**config.mk**
```make
export PLATFORM = sky130hd
export DESIGN_NAME = output_compare_unit
export DESIGN_NICKNAME = d
export VERILOG_FILES = /design/src/logic/output_compare_pkg.sv /design/src/logic/output_compare_unit.sv /design/src/logic/compare_match.sv
export VERILOG_INCLUDE_DIRS = /design/src /design/src/logic
export SDC_FILE = /design/constraint.sdc
export NUM_CORES = 1
export LEC_CHECK = 0
export BUFFER_PORTS_ARGS = -buffer_cell sky130_fd_sc_hd__buf_2
export CORE_MARGIN = 1.5
export CORE_UTILIZATION = 45
export DETAILED_ROUTE_END_ITERATION = 8
export GPL_ROUTABILITY_DRIVEN = 0
export GPL_TIMING_DRIVEN = 1
export MAX_ROUTING_LAYER = met4
export PLACE_DENSITY = 0.72
export SYNTH_ARGS = -nofsm -noshare
export SYNTH_HDL_FRONTEND = slang
export SYNTH_SLANG_ARGS = --single-unit
```
**constraint.sdc**
```tcl
create_clock -name ref_clk_in -period 3.9 [get_ports ref_clk_in]
set_clock_uncertainty 0.2 [all_clocks]
set_input_delay 0.195 -clock ref_clk_in [delete_from_list [all_inputs] [get_ports ref_clk_in]]
set_output_delay 0.195 -clock ref_clk_in [all_outputs]
set_load 0.005 [all_outputs]
```
**src/logic/output_compare_map.svh**
```systemverilog
`ifndef OUTPUT_COMPARE_MAP_SVH
`define OUTPUT_COMPARE_MAP_SVH

// Register word offsets on the plain register port
`define ADDR_CTRL 4'h0
`define ADDR_PRIMARY 4'h1
`define ADDR_SECONDARY 4'h2
`define ADDR_STATUS 4'h3
`define ADDR_MASK 4'h4

// Control register field positions
`define CTRL_MODE_LSB 0
`define CTRL_MODE_MSB 2
`define CTRL_TSEL_BIT 3
`define CTRL_FAULT_BIT 4
`define CTRL_IDLE_BIT 13
// Writable control bits; the rest read as zero, except bit 4, which reads the fault flag
`define CTRL_WRITE_MASK 16'h200f

// Reset values
`define CTRL_RESET 16'h0000
`define VALUE_RESET 16'h0000
`define IRQ_RESET 2'h0

// Event bit positions in status and mask
`define EV_EDGE 0
`define EV_FAULT 1

// Mode codes
`define MODE_OFF 3'h0
`define MODE_ONE_HIGH 3'h1
`define MODE_ONE_LOW 3'h2
`define MODE_TOGGLE 3'h3
`define MODE_DELAYED 3'h4
`define MODE_CONT 3'h5
`define MODE_PWM 3'h6
`define MODE_PWM_FLT 3'h7

`endif

```
**src/logic/output_compare_pkg.sv**
```systemverilog
package output_compare_pkg;

    // Pin sequencing state
    typedef enum logic [2:0] {
        ST_IDLE = 3'b001,
        ST_ARMED = 3'b010,
        ST_DONE = 3'b100
    } seq_state_t;

    // Registered state of the channel
    typedef struct packed {
        logic [15:0] ctrl;
        logic [15:0] primary;
        logic [15:0] secondary;
        logic [1:0] status;
        logic [1:0] mask;
        logic pin;
        logic pin_oe;
        logic irq;
        logic [15:0] rdata;
        logic [15:0] prev_count;
        logic [15:0] pwm_latch;
        logic fault_sync1;
        logic fault_sync2;
        logic fault_prev;
        logic flt;
        seq_state_t seq;
    } state_t;

endpackage

```
**src/logic/output_compare_unit.sv**
```systemverilog
`timescale 1ns/1ps
`include "output_compare_map.svh"

module output_compare_unit (
    input wire logic ref_clk_in,
    input wire logic nrst_in,
    input wire logic [3:0] addr_in,
    input wire logic [15:0] wdata_in,
    input wire logic wr_in,
    input wire logic rd_in,
    output logic [15:0] rdata_out,
    input wire logic [15:0] timer_two_count_in,
    input wire logic [15:0] timer_three_count_in,
    input wire logic timer_period_in,
    input wire logic cpu_idle_in,
    input wire logic fault_input_a_in,
    input wire logic port_latch_in,
    output logic compare_output_pin_out,
    output logic compare_output_pin_oe_out,
    output logic irq_out
);

    ////////////////////////////////////////////////////////////////////////
    // State and decode

    output_compare_pkg::state_t st_reg; // Registered state
    output_compare_pkg::state_t st_next; // Next state
    logic [15:0] count; // Selected timer count
    logic match_pri; // Primary compare hit
    logic match_sec; // Secondary compare hit

    // Mode field of a control word
    function automatic logic [2:0] mode_of(input logic [15:0] c);
        mode_of = c[`CTRL_MODE_MSB:`CTRL_MODE_LSB];
    endfunction

    // Pin level on entry to a mode, given current level and primary value
    function automatic logic entry_level(input logic [2:0] m, input logic cur,
                                         input logic [15:0] pri);
        unique case (m)
            `MODE_ONE_LOW: entry_level = 1'b1;
            `MODE_TOGGLE: entry_level = cur;
            `MODE_PWM, `MODE_PWM_FLT: entry_level = (pri != `VALUE_RESET);
            default: entry_level = 1'b0;
        endcase
    endfunction

    // Timer select bit picks the time base
    always_comb begin
        if (st_reg.ctrl[`CTRL_TSEL_BIT]) begin
            count = timer_three_count_in;
        end else begin
            count = timer_two_count_in;
        end
    end

    // Primary value comparator
    compare_match u_match_pri (
        .count_in(count),
        .prev_count_in(st_reg.prev_count),
        .value_in(st_reg.primary),
        .match_out(match_pri)
    );

    // Secondary value comparator
    compare_match u_match_sec (
        .count_in(count),
        .prev_count_in(st_reg.prev_count),
        .value_in(st_reg.secondary),
        .match_out(match_sec)
    );

    ////////////////////////////////////////////////////////////////////////
    // Next state

    always_comb begin
        logic [2:0] mode; // Active mode
        logic [2:0] new_mode; // Mode written this cycle
        logic run; // Channel not halted
        logic fault_now; // Synchronised fault asserted
        logic fault_fall; // Fault input falling edge
        logic new_pin; // Pin level after this cycle
        logic rise; // Output rising edge
        logic fall; // Output falling edge
        logic edge_ev; // Interrupt worthy output edge
        logic [1:0] ev; // Events this cycle
        logic ctrl_wr; // Control word written this cycle
        mode = 3'h0;
        new_mode = 3'h0;
        run = 1'b0;
        fault_now = 1'b0;
        fault_fall = 1'b0;
        new_pin = 1'b0;
        rise = 1'b0;
        fall = 1'b0;
        edge_ev = 1'b0;
        ev = 2'h0;
        ctrl_wr = 1'b0;
        st_next = st_reg;
        mode = mode_of(st_reg.ctrl);
        // Idle stop freezes the channel while the processor idles
        run = !(st_reg.ctrl[`CTRL_IDLE_BIT] && cpu_idle_in);
        // Control writes set the entry level instead of raising events
        ctrl_wr = wr_in && (addr_in == `ADDR_CTRL);

        // Fault input two-stage synchroniser
        st_next.fault_sync1 = fault_input_a_in;
        st_next.fault_sync2 = st_reg.fault_sync1;
        st_next.fault_prev = st_reg.fault_sync2;
        fault_now = !st_reg.fault_sync2;
        fault_fall = st_reg.fault_prev && !st_reg.fault_sync2;

        // Remember count so matches fire only on arrival
        if (run) begin
            st_next.prev_count = count;
        end

        new_pin = st_reg.pin;
        // Mode behaviour; a halted channel holds pin and sequence
        if (run) begin
            unique case (mode)
                // One-shot: armed by the control write, one transition at the match
                `MODE_ONE_HIGH, `MODE_ONE_LOW: begin
                    if (st_reg.seq == output_compare_pkg::ST_ARMED && match_pri) begin
                        new_pin = (mode == `MODE_ONE_HIGH);
                        st_next.seq = output_compare_pkg::ST_DONE;
                    end
                end
                // Toggle: every primary match flips the pin
                `MODE_TOGGLE: begin
                    if (match_pri) begin
                        new_pin = !st_reg.pin;
                    end
                end
                // Pulse modes: rise at primary, fall at secondary
                `MODE_DELAYED, `MODE_CONT: begin
                    if (st_reg.seq == output_compare_pkg::ST_ARMED) begin
                        if (match_pri) begin
                            new_pin = 1'b1;
                        end
                        if (match_sec && (st_reg.pin || match_pri)) begin
                            new_pin = 1'b0;
                            if (mode == `MODE_DELAYED) begin
                                st_next.seq = output_compare_pkg::ST_DONE;
                            end
                        end
                    end
                end
                // PWM: period start raises the pin, primary match lowers it
                `MODE_PWM, `MODE_PWM_FLT: begin
                    // Duty latched from secondary at each period
                    if (timer_period_in) begin
                        st_next.pwm_latch = st_reg.secondary;
                        // Zero duty keeps the pin low for the whole period
                        new_pin = (st_reg.secondary != `VALUE_RESET);
                    end else if (match_pri) begin
                        new_pin = 1'b0;
                    end
                    // Fault overrides the duty while it is asserted
                    if (mode == `MODE_PWM_FLT && fault_now) begin
                        new_pin = 1'b0;
                        st_next.flt = 1'b1;
                    end
                end
                // Disabled: the port latch owns the pin
                default: begin
                    new_pin = st_reg.pin;
                end
            endcase
        end

        // Fault flag is cleared by hardware once the fault goes away
        if (mode != `MODE_PWM_FLT || !fault_now) begin
            st_next.flt = (mode == `MODE_PWM_FLT) && fault_now;
        end

        // Register writes; reconfiguration assumes the timer is stopped
        if (wr_in) begin
            unique case (addr_in)
                `ADDR_CTRL: begin
                    // Unimplemented control bits are dropped and read as zero
                    st_next.ctrl = wdata_in & `CTRL_WRITE_MASK;
                    st_next.ctrl[`CTRL_FAULT_BIT] = 1'b0;
                    new_mode = mode_of(wdata_in);
                    new_pin = entry_level(new_mode, st_reg.pin, st_reg.primary);
                    st_next.seq = (new_mode == `MODE_OFF) ? output_compare_pkg::ST_IDLE
                                                         : output_compare_pkg::ST_ARMED;
                end
                // Compare values take effect on the next count step
                `ADDR_PRIMARY: st_next.primary = wdata_in;
                `ADDR_SECONDARY: st_next.secondary = wdata_in;
                // Status bits clear where a one is written
                `ADDR_STATUS: st_next.status = st_reg.status & ~wdata_in[1:0];
                // Mask gates status onto the interrupt line
                `ADDR_MASK: st_next.mask = wdata_in[1:0];
                default: begin
                    // Unmapped offsets ignore writes
                end
            endcase
        end

        // Output edges and their interrupt events
        rise = new_pin && !st_reg.pin;
        fall = !new_pin && st_reg.pin;
        // Each mode except off and the two PWM modes interrupts on its own output edge
        unique case (mode)
            `MODE_ONE_HIGH: edge_ev = rise;
            `MODE_ONE_LOW, `MODE_DELAYED, `MODE_CONT: edge_ev = fall;
            `MODE_TOGGLE: edge_ev = rise || fall;
            default: edge_ev = 1'b0;
        endcase
        // Entry level set by a control write is not an event; other writes
        // must not swallow a compare edge that lands in the same cycle
        ev[`EV_EDGE] = edge_ev && !ctrl_wr;
        ev[`EV_FAULT] = (mode == `MODE_PWM_FLT) && fault_fall;
        // Set wins over a clear in the same cycle
        st_next.status = st_next.status | ev;

        // Pin drive: disabled mode hands pin to the port latch
        st_next.pin = new_pin;
        st_next.pin_oe = (mode_of(st_next.ctrl) != `MODE_OFF);
        // Level interrupt while any unmasked event is pending
        st_next.irq = |(st_next.status & st_next.mask);

        // Read data in the cycle after the strobe
        st_next.rdata = 16'h0000;
        if (rd_in) begin
            unique case (addr_in)
                `ADDR_CTRL: begin
                    st_next.rdata = st_reg.ctrl;
                    st_next.rdata[`CTRL_FAULT_BIT] = st_reg.flt;
                end
                `ADDR_PRIMARY: st_next.rdata = st_reg.primary;
                `ADDR_SECONDARY: st_next.rdata = st_reg.secondary;
                // Event registers pad to the word width
                `ADDR_STATUS: st_next.rdata = {14'h0000, st_reg.status};
                `ADDR_MASK: st_next.rdata = {14'h0000, st_reg.mask};
                default: st_next.rdata = 16'h0000;
            endcase
        end
    end

    ////////////////////////////////////////////////////////////////////////
    // Registers

    // State register with asynchronous reset
    always_ff @(posedge ref_clk_in or negedge nrst_in) begin
        if (!nrst_in) begin
            st_reg.ctrl <= `CTRL_RESET;
            st_reg.primary <= `VALUE_RESET;
            st_reg.secondary <= `VALUE_RESET;
            st_reg.status <= `IRQ_RESET;
            st_reg.mask <= `IRQ_RESET;
            st_reg.pin <= 1'b0;
            st_reg.pin_oe <= 1'b0;
            st_reg.irq <= 1'b0;
            st_reg.rdata <= 16'h0000;
            st_reg.prev_count <= `VALUE_RESET;
            st_reg.pwm_latch <= `VALUE_RESET;
            // Fault pin idles high, so no false fall follows reset
            st_reg.fault_sync1 <= 1'b1;
            st_reg.fault_sync2 <= 1'b1;
            st_reg.fault_prev <= 1'b1;
            st_reg.flt <= 1'b0;
            st_reg.seq <= output_compare_pkg::ST_IDLE;
        end else begin
            st_reg <= st_next;
        end
    end

    // Pin mux: in disabled mode the port latch level passes through
    logic pin_q; // Registered pin level
    always_ff @(posedge ref_clk_in or negedge nrst_in) begin
        if (!nrst_in) begin
            pin_q <= 1'b0;
        end else begin
            pin_q <= (mode_of(st_next.ctrl) == `MODE_OFF) ? port_latch_in : st_next.pin;
        end
    end

    // Outputs come straight from their flip-flops
    assign compare_output_pin_out = pin_q;
    assign compare_output_pin_oe_out = st_reg.pin_oe;
    assign irq_out = st_reg.irq;
    assign rdata_out = st_reg.rdata;

endmodule

```
**src/logic/compare_match.sv**
```systemverilog
`timescale 1ns/1ps

// Detects a fresh arrival of the timer at a compare value
module compare_match (
    input wire logic [15:0] count_in,
    input wire logic [15:0] prev_count_in,
    input wire logic [15:0] value_in,
    output logic match_out
);

    // Match only on the count step that lands on the value
    always_comb begin
        match_out = (count_in == value_in) && (prev_count_in != count_in);
    end

endmodule

```
Word-level counts from Yosys, hierarchy flattened --
Cells that the tools add are included.
Storage, ports and cells: flip-flop bits (word level) 84, latch bits 0, RAM bits 0, memory bits (read-only) 0, bits of input ports 60, output and inout bits 19, word-level logic and storage cells 115, memories kept 0
Operators by class: add/sub/neg operators 0, multiply operators 0, div/mod/pow operators 0, order comparisons 0, equal/unequal tests 21, shift-type cells 0, mux-type cells 36, bitwise gates (word level) 4, reductions and logical operators 37
Operators by type and width (count):
- $pmux W16 S5 | 1
- $mux W16 | 4
- $mux W39 | 1
- $eq A16 B16 Y1 | 2
- $reduce_bool A16 Y1 | 2
- $mux W3 | 7
- $eq A3 B3 Y1 const B | 6
- $ne A16 B16 Y1 | 1
- $eq A3 B2 Y1 const B | 5
- $mux W1 | 15
- $logic_and A1 B1 Y1 | 12
- $reduce_or A2 Y1 | 5
- $eq A4 B2 Y1 const B | 2
- $logic_not A3 Y1 | 2
- $mux W2 | 3
- $pmux W1 S3 | 2
- $pmux W3 S2 | 1
- $reduce_and A2 Y1 | 3
- $and A2 B2 Y2 | 2
- $eq A4 B1 Y1 const B | 1
- $eq A4 B3 Y1 const B | 1
- $logic_not A1 Y1 | 4
- $logic_not A4 Y1 | 1
- $mux W4 | 1
- other kinds (11) | 14

Logic depth before layout (Yosys ltp) --
Gate-level depths: netlist of run 1.
depth in word-level cells 19, depth in mapped cells 20, depth with buffers taken out 18

Cells and area by module --
Synthesis of run 1 repeated with hierarchy kept, for this count alone.
Unflattened totals: cell total of the unflattened synthesis 428, area total of the unflattened synthesis 4725.8 sq um
Modules (own cells, without submodules):
- output_compare_unit | times used 1, cells an instance 342, area an instance 3995.1 sq um, seq. area each 2107.0 sq um
- compare_match | times used 2, cells an instance 43, area an instance 365.4 sq um, seq. area each 0.0 sq um

Least setup slack after synthesis of run 1 --
OpenSTA, ideal clock, no wires.
path type register -> register, start reg st_reg[97] in the netlist's numbering, end reg st_reg (netlist bit irq_out), setup time 0.065 ns, arrival 3.775 ns, required time 3.635 ns, slack -0.141 ns, stages on the path, launching flop included 20, buffers on the path 2, period minus slack after synthesis 4.041 ns, cells stage by stage dfrtp_1 > buf_6 > buf_12 > mux2i_4 > xnor2_1 > nor4_2 > nand4_1 > or2_4 > ha_1 > or4_1 > o21bai_1 > o2111ai_1 > and2_1 > ha_1 > a21oi_1 > a21oi_1 > o21ai_0 > nor2_1 > o211ai_1 > a22o_1
RTL lines:
- from (decl) | line output_compare_unit.sv:26 | output_compare_pkg::state_t st_reg;
- from (signal assigned) | line output_compare_unit.sv:267 | st_reg <= st_next;

==> metrics.md, run 1 <==
| Metric | Value |
|---|---|
| Period minus WS final | 4.27 ns |
| R2R depth | 18 |
| Setup TNS | -0.605 ns |
| Worst Setup Start Kind | flip-flop |
| Fin util | 59.7% |
| Net Count, Synth | 460 |
| HP Class | input pin to flip-flop |
| Finished Cell Area | 5810 µm² |
| Port Buffer Count | 78 |
| Top FF cell, synth | dfrtp_1 |
| Met3 WL | 604 µm |
| Area Overhead vs Synth | 29.6% |
| Endpoints failing hold | 0 |
| Top-count cell post-synth | dfrtp_1 |
| Syn Inst Count | 396 |
| Top-Level Pins | 79 |
| Warnings, synthesis | 0 |
| CP Capture Point | irq_out |
| Worst Setup Path Type | flip-flop to flip-flop |
| Final nets | 581 |
| DR iter-0 viols | 287 |
| Top cells by area, synth | dfrtp_1 45%, mux2_2 9.0%, xnor2_1 6.3% |
| # clock sinks | 84 |
| CP Max Fanout | 9 |
| Final wirelength | 12100 µm |
| Num CTS Buffers | 9 |
| Peak supply drop | 242 µV |
| Core Box Area | 9730 µm² |
| GRT overflow | 0 |
| Flops & latches, synth | 84 |
| Worst Tran Pin Value | 1.05 ns |
| H-tree Lvls | 3 |
| Failing checks | setup timing |
| Hold WS | 0.0676 ns |
| # rows | 36 |
| Origin of the worst setup path | st_reg[97] |
| Seq/Total Area, Yosys | 47.0% |
| Slew headroom | 30.0% |
| Worst setup margin | -0.372 ns |
| Ys async rst share | 100% |
| Synth top area share | 44.7% |
| Hold path cells | 4 |
| Metal-1 WL | 5450 µm |
| Fmax | 0.234 GHz |
| Starting Density | 46.1% |
| Clock latency on the worst-skew pair | 0.37 ns |
| Vias per cell | 5.56 |
| Hpwl dp | 8200 µm |
| Bufs on Longest Clock Path | 2 |
| CTS tree | done |
| Most instantiated cells after synthesis | 80 x dfrtp_1, 37 x nor2_1, 36 x mux2_2, 32 x xnor2_1, 25 x a21oi_1 |
| Total Power | 2870 µW |
| Synth Cell Area | 4480 µm² |
| CTS clk-pin slew, worst paths | 0.09 ns |
| R2R Setup Slk | -0.37 ns |
| RR Startpoint | st_reg[97] |
| Leakage | 0.00249 µW |
| Number of max-slew violations in the final report | 0 |
| Arrival time at the worst endpoint | 4.37 ns |
| Vias | 3639 |
| Top sig layer | met4 |
| Endpoints failing setup | 2 |
| Vias in the first global route | 3527 |
| DIE AREA | 10600 µm² |
| Syn Area/Cell | 11.3 µm² |
| Status | finished, violations left |
| Reg2reg end | irq_out |
| Power per Cell Area | 495 nW/µm² |
| Met2 WL post-DR | 5690 µm |
| Die Y | 103 µm |
| Drt wl/cell | 18.4 µm |
| DRC Markers | 0 |
| Post-synthesis cell type count | 49 |
| Die X | 103 µm |
| Placed cell areas | 5130 µm² |
| CTS Root Cell | clkbuf_8 |
| Post-synth top area cell | dfrtp_1 |
| Proportion of layout cells with a drive suffix above 1 | 40.2% |
| Final period util | 110% |
| Number of flops mapped to enable cells by yosys | 0 |
| Global-route wire length before repair | 18500 µm |
| RSZ-0062 raised after global routing | true |
| Max-cap violations | 0 |
| Post-route ant nets | 0 |
| CP required | 4.00 ns |
| Worst Setup End Kind | flip-flop |
| Total track usage | 24.4% |
| Antenna Cells | 0 |
| Max reg flops | 63 |
| TritonRoute pass-1 iters | 5 |
| Largest net degree at the start of global routing | 85 |
| Initial antenna violation count | 0 |
## cell families (layout without fill, tap and decap cells)
family | Yosys count | in the layout | synth area share (%)
AO/OA/AOI/OAI | 66 | 66 | 9.85
XOR/XNOR | 49 | 49 | 9.57
adder cells (fa/ha/maj) | 4 | 4 | 1.12
buffers and inverters | 38 | 164 | 5.05
flip-flops | 84 | 84 | 47.0
multiplexers | 52 | 52 | 14.8
AND/OR/NAND/NOR | 103 | 103 | 12.6
## placed cells by master (no fill, tap or decap), drive strengths merged, types with 6 or more instances in the layout
cell type    synthesis  layout
xnor2               32      32
nand4                8       8
a21oi               25      25
dlygate4sd3          0      24
buf                 19     119
nand2               17      17
clkbuf              14      10
o21ai                8       8
mux2i               16      16
inv                  5       8
a222oi               6       6
dfrtp               80      80
nor2                37      37
nor4                17      17
xor2                17      17
mux2                36      36
a22oi               12      12
## metrics by stage
step	cells	setup slack, ns
after floorplan	396	-0.0320
after global placement	609	-0.168
after detailed placement	609	-0.368
after CTS	652	-0.237
after global routing	655	-0.536
final	655	-0.372
## layer usage
layer	vias to the layer above	global-route usage (%)
met5	-	-
met4	0	9.36
met1	1808	32.6
li1	1666	-
met3	30	4.47
met2	135	37.3
## report_power, final
| group | internal [µW] | switching [µW] | total [µW] |
|---|---|---|---|
| registers | 1030 | 223 | 1250 |
| clock network | 302 | 338 | 640 |
| logic | 542 | 438 | 980 |
| total | 1870 | 999 | 2870 |
## critical path, stage by stage (launching register included)
cell and delay (ns):
dfrtp_2 0.46, buf_12 0.17, mux2i_4 0.30, xnor2_1 0.11, nor4_1 0.35, nand4_1 0.17, or2_4 0.32, ha_4 0.17
or4_4 0.42, o21bai_4 0.19, o2111ai_4 0.10, and2_4 0.19, ha_4 0.19, a21oi_2 0.11, a21oi_1 0.08, o21ai_1 0.19
nor2_1 0.06, o211ai_1 0.24, a22o_1 0.18
## layout make-up
class	count	area, µm²
clock buffer	10	128
clock inverter	6	68.8
fill	801	3920
inverter	5	18.8
multi-input combinational	274	2340
sequential	84	2110
tap	133	166
timing repair buffer	143	982
## worst min-delay path by stage
stage | from | endpoint | slack [ns]
after CTS | wr_in | st_reg[60] | -0.03
after detailed placement | fault_input_a_in | st_next[5] | 0.10
after global routing | timer_three_count_in[13] | st_reg[36] | 0.10
final | timer_two_count_in[7] | st_reg[30] | 0.07
after global placement | fault_input_a_in | st_next[5] | 0.10
after floorplan | nrst_in | compare_output_pin_oe_out | -0.30
## what timing repair did
| item | CTS | global route |
|---|---|---|
| buffers inserted | 3 | 3 |
| gates resized for setup | 15 | 13 |
| pin swaps | 18 | 13 |
| gates cloned | 1 | 0 |
| endpoints found under the setup margin | 2 | 2 |
| hold endpoints to repair | 118 | 1 |
| hold buffers | 23 | 1 |
No activity file was read; power rests on OpenSTA's default activity.
==> inputs of run 2 (changes only) <==
--- a/config.mk
+++ b/config.mk
@@ -13,7 +13,7 @@
 export GPL_ROUTABILITY_DRIVEN = 0
 export GPL_TIMING_DRIVEN = 1
 export MAX_ROUTING_LAYER = met4
-export PLACE_DENSITY = 0.72
+export PLACE_DENSITY = 0.69
 export SYNTH_ARGS = -nofsm -noshare
 export SYNTH_HDL_FRONTEND = slang
 export SYNTH_SLANG_ARGS = --single-unit
==> constraint.sdc (replaced) <==
create_clock -name ref_clk_in -period 4.8 [get_ports ref_clk_in]
set_clock_uncertainty 0.2 [all_clocks]
set_input_delay 0.24 -clock ref_clk_in [delete_from_list [all_inputs] [get_ports ref_clk_in]]
set_output_delay 0.24 -clock ref_clk_in [all_outputs]
set_load 0.005 [all_outputs]
==> run 2 against run 1 <==
Net effect: the flow now finishes without violations; clock power is 11% lower; die area is the same; non-clock buffer count decreased by 40; maximum frequency decreased by 3.8%; count of clock-buffer cells in the layout shrank 1; design area decreased by 7.8%; register-to-register slack improved by 0.73 ns; combinational power is 36% lower; wire length decreased by 11%; largest cell class unchanged; largest power group unchanged.
==> metrics.md, run 2 (synthesis gave the netlist of run 1 again) <==
| Metric | Value |
|---|---|
| HP Class | input pin to flip-flop |
| Post-route ant nets | 0 (unchanged) |
| Worst Setup End Kind | flip-flop |
| Peak supply drop | 187 µV (-23%) |
| DIE AREA | 10600 µm² (unchanged) |
| Total track usage | 22.2% (-2.3 points) |
| CTS Root Cell | clkbuf_8 |
| Number of max-slew violations in the final report | 0 (unchanged) |
| TritonRoute pass-1 iters | 5 (unchanged) |
| Global-route met1 utilization | 30.9% (-1.6 points) |
| Combinational share of power | 28.7% (-5.4 points) |
| CP max stage delay | 0.48 ns (+0.02 ns) |
| Final wirelength | 10700 µm (-11%) |
| Crit path max-delay family | simple AND/OR/NAND/NOR gates |
| Routing usage on met3 | 2.58% (-1.9 points) |
| CP Max Fanout | 8 (-1) |
| DR iter-0 viols | 234 (-18%) |
| Most common cell after layout, fill and taps aside | dfrtp_1 |
| Met2 GRT Util | 32.5% (-4.8 points) |
| Final period util | 92.5% (-17 points) |
| Clock latency on the worst-skew pair | 0.37 ns (about the same) |
| R2R depth | 18 (unchanged) |
| CTS clk-pin slew, worst paths | 0.09 ns (about the same) |
| Slew headroom | 29.1% (-0.92 points) |
| Global-route wire length before repair | 16800 µm (-9.3%) |
| Setup bufs post-CTS | 0 (-3) |
| CP max-delay cell | or4_1 |
| Storage element area | 2110 µm² (about the same) |
| Die X | 103 µm (unchanged) |
| Max-cap violations | 0 (unchanged) |
| Worst Setup Path Type | flip-flop to flip-flop |
| Bufs on Longest Clock Path | 2 (unchanged) |
| Clock power frac | 25.8% (+3.5 points) |
| Num CTS Buffers | 9 (unchanged) |
| Starting Density | 46.1% (unchanged) |
| Reg2reg end | irq_out |
| Core Box Area | 9730 µm² (unchanged) |
| Net Switching | 734 µW (-27%) |
| Hold path cells | 2 (-2) |
| RR Startpoint | st_reg[97] |
| Port Buffer Count | 78 (unchanged) |
| CP required | 4.91 ns (+0.91 ns) |
| Final nets | 541 (-6.9%) |
| Top-Level Pins | 79 (unchanged) |
| Worst Setup Start Kind | flip-flop |
| Fillcell total | 877 (+9.5%) |
| Sw Share | 33.5% (-1.3 points) |
| Period minus WS final | 4.44 ns (+0.170 ns) |
| Setup TNS | 0 ns (+0.605 ns) |
| Antenna Cells | 0 (unchanged) |
| Initial antenna violation count | 0 (unchanged) |
| Internal power | 1460 µW (-22%) |
| Worst Tran Pin Value | 1.06 ns (+0.0138 ns) |
| Vias in the first global route | 3240 (-8.1%) |
| Area Overhead vs Synth | 19.5% |
| Min-Delay Endpoint | st_reg[78] |
| Multi-input logic area | 2220 µm² (-5.0%) |
| Die Y | 103 µm (unchanged) |
| Start point of the worst hold path | wdata_in[0] |
| Power per Cell Area | 410 nW/µm² (-17%) |
| Vias | 3344 (-8.1%) |
| WP buf/inv | 1 (unchanged) |
| H-tree Lvls | 3 (unchanged) |
| DRC Markers | 0 (unchanged) |
| Largest net degree at the start of global routing | 85 (unchanged) |
| Status | completed |
| Fmax | 0.225 GHz (-3.8%) |
| Leakage | 0.00229 µW (-8.3%) |
| DP Worst Slack | 0.247 ns (+0.615 ns) |
| R2R Setup Slk | 0.36 ns (+0.73 ns) |
| Drt wl/cell | 17.4 µm (-5.7%) |
| RSZ-0062 raised after global routing | false |
| # rows | 36 (unchanged) |
| CTS tree | done |
| Endpoints failing setup | 0 (-2) |
| CP Cell Sequence | buf_4 -> mux2i_2 -> xnor2_1 -> nor4_1 -> nand4_1 -> or2_4 -> ha_1 -> or4_1 -> o21bai_1 -> o2111ai_1 -> and2_1 -> ha_1 -> a21oi_1 -> a21oi_1 -> o21ai_1 -> nor2_1 -> o211ai_1 -> a22o_1 |
| # clock sinks | 84 (unchanged) |
| Max reg flops | 63 (unchanged) |
| Arrival time at the worst endpoint | 4.55 ns (+0.18 ns) |
| Reg power frac | 45.4% (+1.8 points) |
| Most frequent cells in the layout | 80 x dfrtp_1, 77 x buf_2, 37 x nor2_1, 36 x mux2_2, 32 x xnor2_1 |
| Endpoints failing hold | 0 (unchanged) |
| Vias per cell | 5.44 (-2.1%) |
| Worst setup margin | 0.358 ns (+0.730 ns) |
| GRT overflow | 0 (unchanged) |
| Proportion of layout cells with a drive suffix above 1 | 34.6% (-5.6 points) |
| Hpwl dp | 7750 µm (-5.6%) |
| Most Crowded Layer GR | met2 |
[run 2: worst max-delay path by stage]
stage,start,end,slack [ns],cells past startpoint
2_1_floorplan,st_reg[97],irq_out,0.76,19
3_3_place_gp,st_reg[97],irq_out,0.37,18
3_5_place_dp,st_reg[97],irq_out,0.25,18
4_1_cts,st_reg[97],irq_out,0.20,18
5_1_grt,st_reg[97],irq_out,0.04,18
6_report,st_reg[97],irq_out,0.36,18
[run 2: cell type report]
cell class                      count  area share (%)
Clock inverter                      7            1.84
Multi-Input combinational cell    274            41.4
Clock buffer                        9            2.31
Sequential cell                    84            39.3
Timing Repair Buffer              103            11.6
Tap cell                          133            3.11
Inverter                            5           0.350
[run 2: timing repair]
item	CTS	global route
setup endpoints to repair	0	1
resized for setup	0	11
endpoints found under the hold margin	111	0
hold buffers	17	0
[run 2: per-layer routing]
metal  wire, µm  part of all wire (%)  up-vias
met5          0                     0        -
li1           -                     -     1586
met2       4920                    46      101
met1       5030                    47     1641
met3        527                   4.9       16
met4        209                   2.0        0
[run 2: through the flow]
stage	total power (µW)	util (%)	instances	instance area, µm²	hold WS [ns]
5_1_grt	2310	55.1	615	5360	0.0178
3_5_place_dp	1600	50.3	582	4890	0.146
6_report	2190	55.1	615	5360	0.00521
3_3_place_gp	1580	50.3	582	4890	0.146
4_1_cts	2180	54.3	615	5290	0.00612
2_1_floorplan	1420	-	396	4480	-0.256
[run 2: worst register-to-register path, cell delays in order (launching register included)]
cell	delay (ns)
dfrtp_1	0.38
buf_4	0.27
mux2i_2	0.44
xnor2_1	0.14
nor4_1	0.25
nand4_1	0.19
or2_4	0.29
ha_1	0.18
or4_1	0.48
o21bai_1	0.17
o2111ai_1	0.14
and2_1	0.20
ha_1	0.23
a21oi_1	0.14
a21oi_1	0.08
o21ai_1	0.18
nor2_1	0.06
o211ai_1	0.19
a22o_1	0.17
[run 2: power groups by stage]
| stage | Sequential [µW] | Combinational [µW] | Clock, µW |
|---|---|---|---|
| 6_report | 997 | 630 | 567 |
| 5_1_grt | 1020 | 696 | 601 |
| 4_1_cts | 991 | 607 | 577 |
| 3_5_place_dp | 1010 | 595 | 0 |
| 3_3_place_gp | 996 | 579 | 0 |
| 2_1_floorplan | 944 | 471 | 0 |
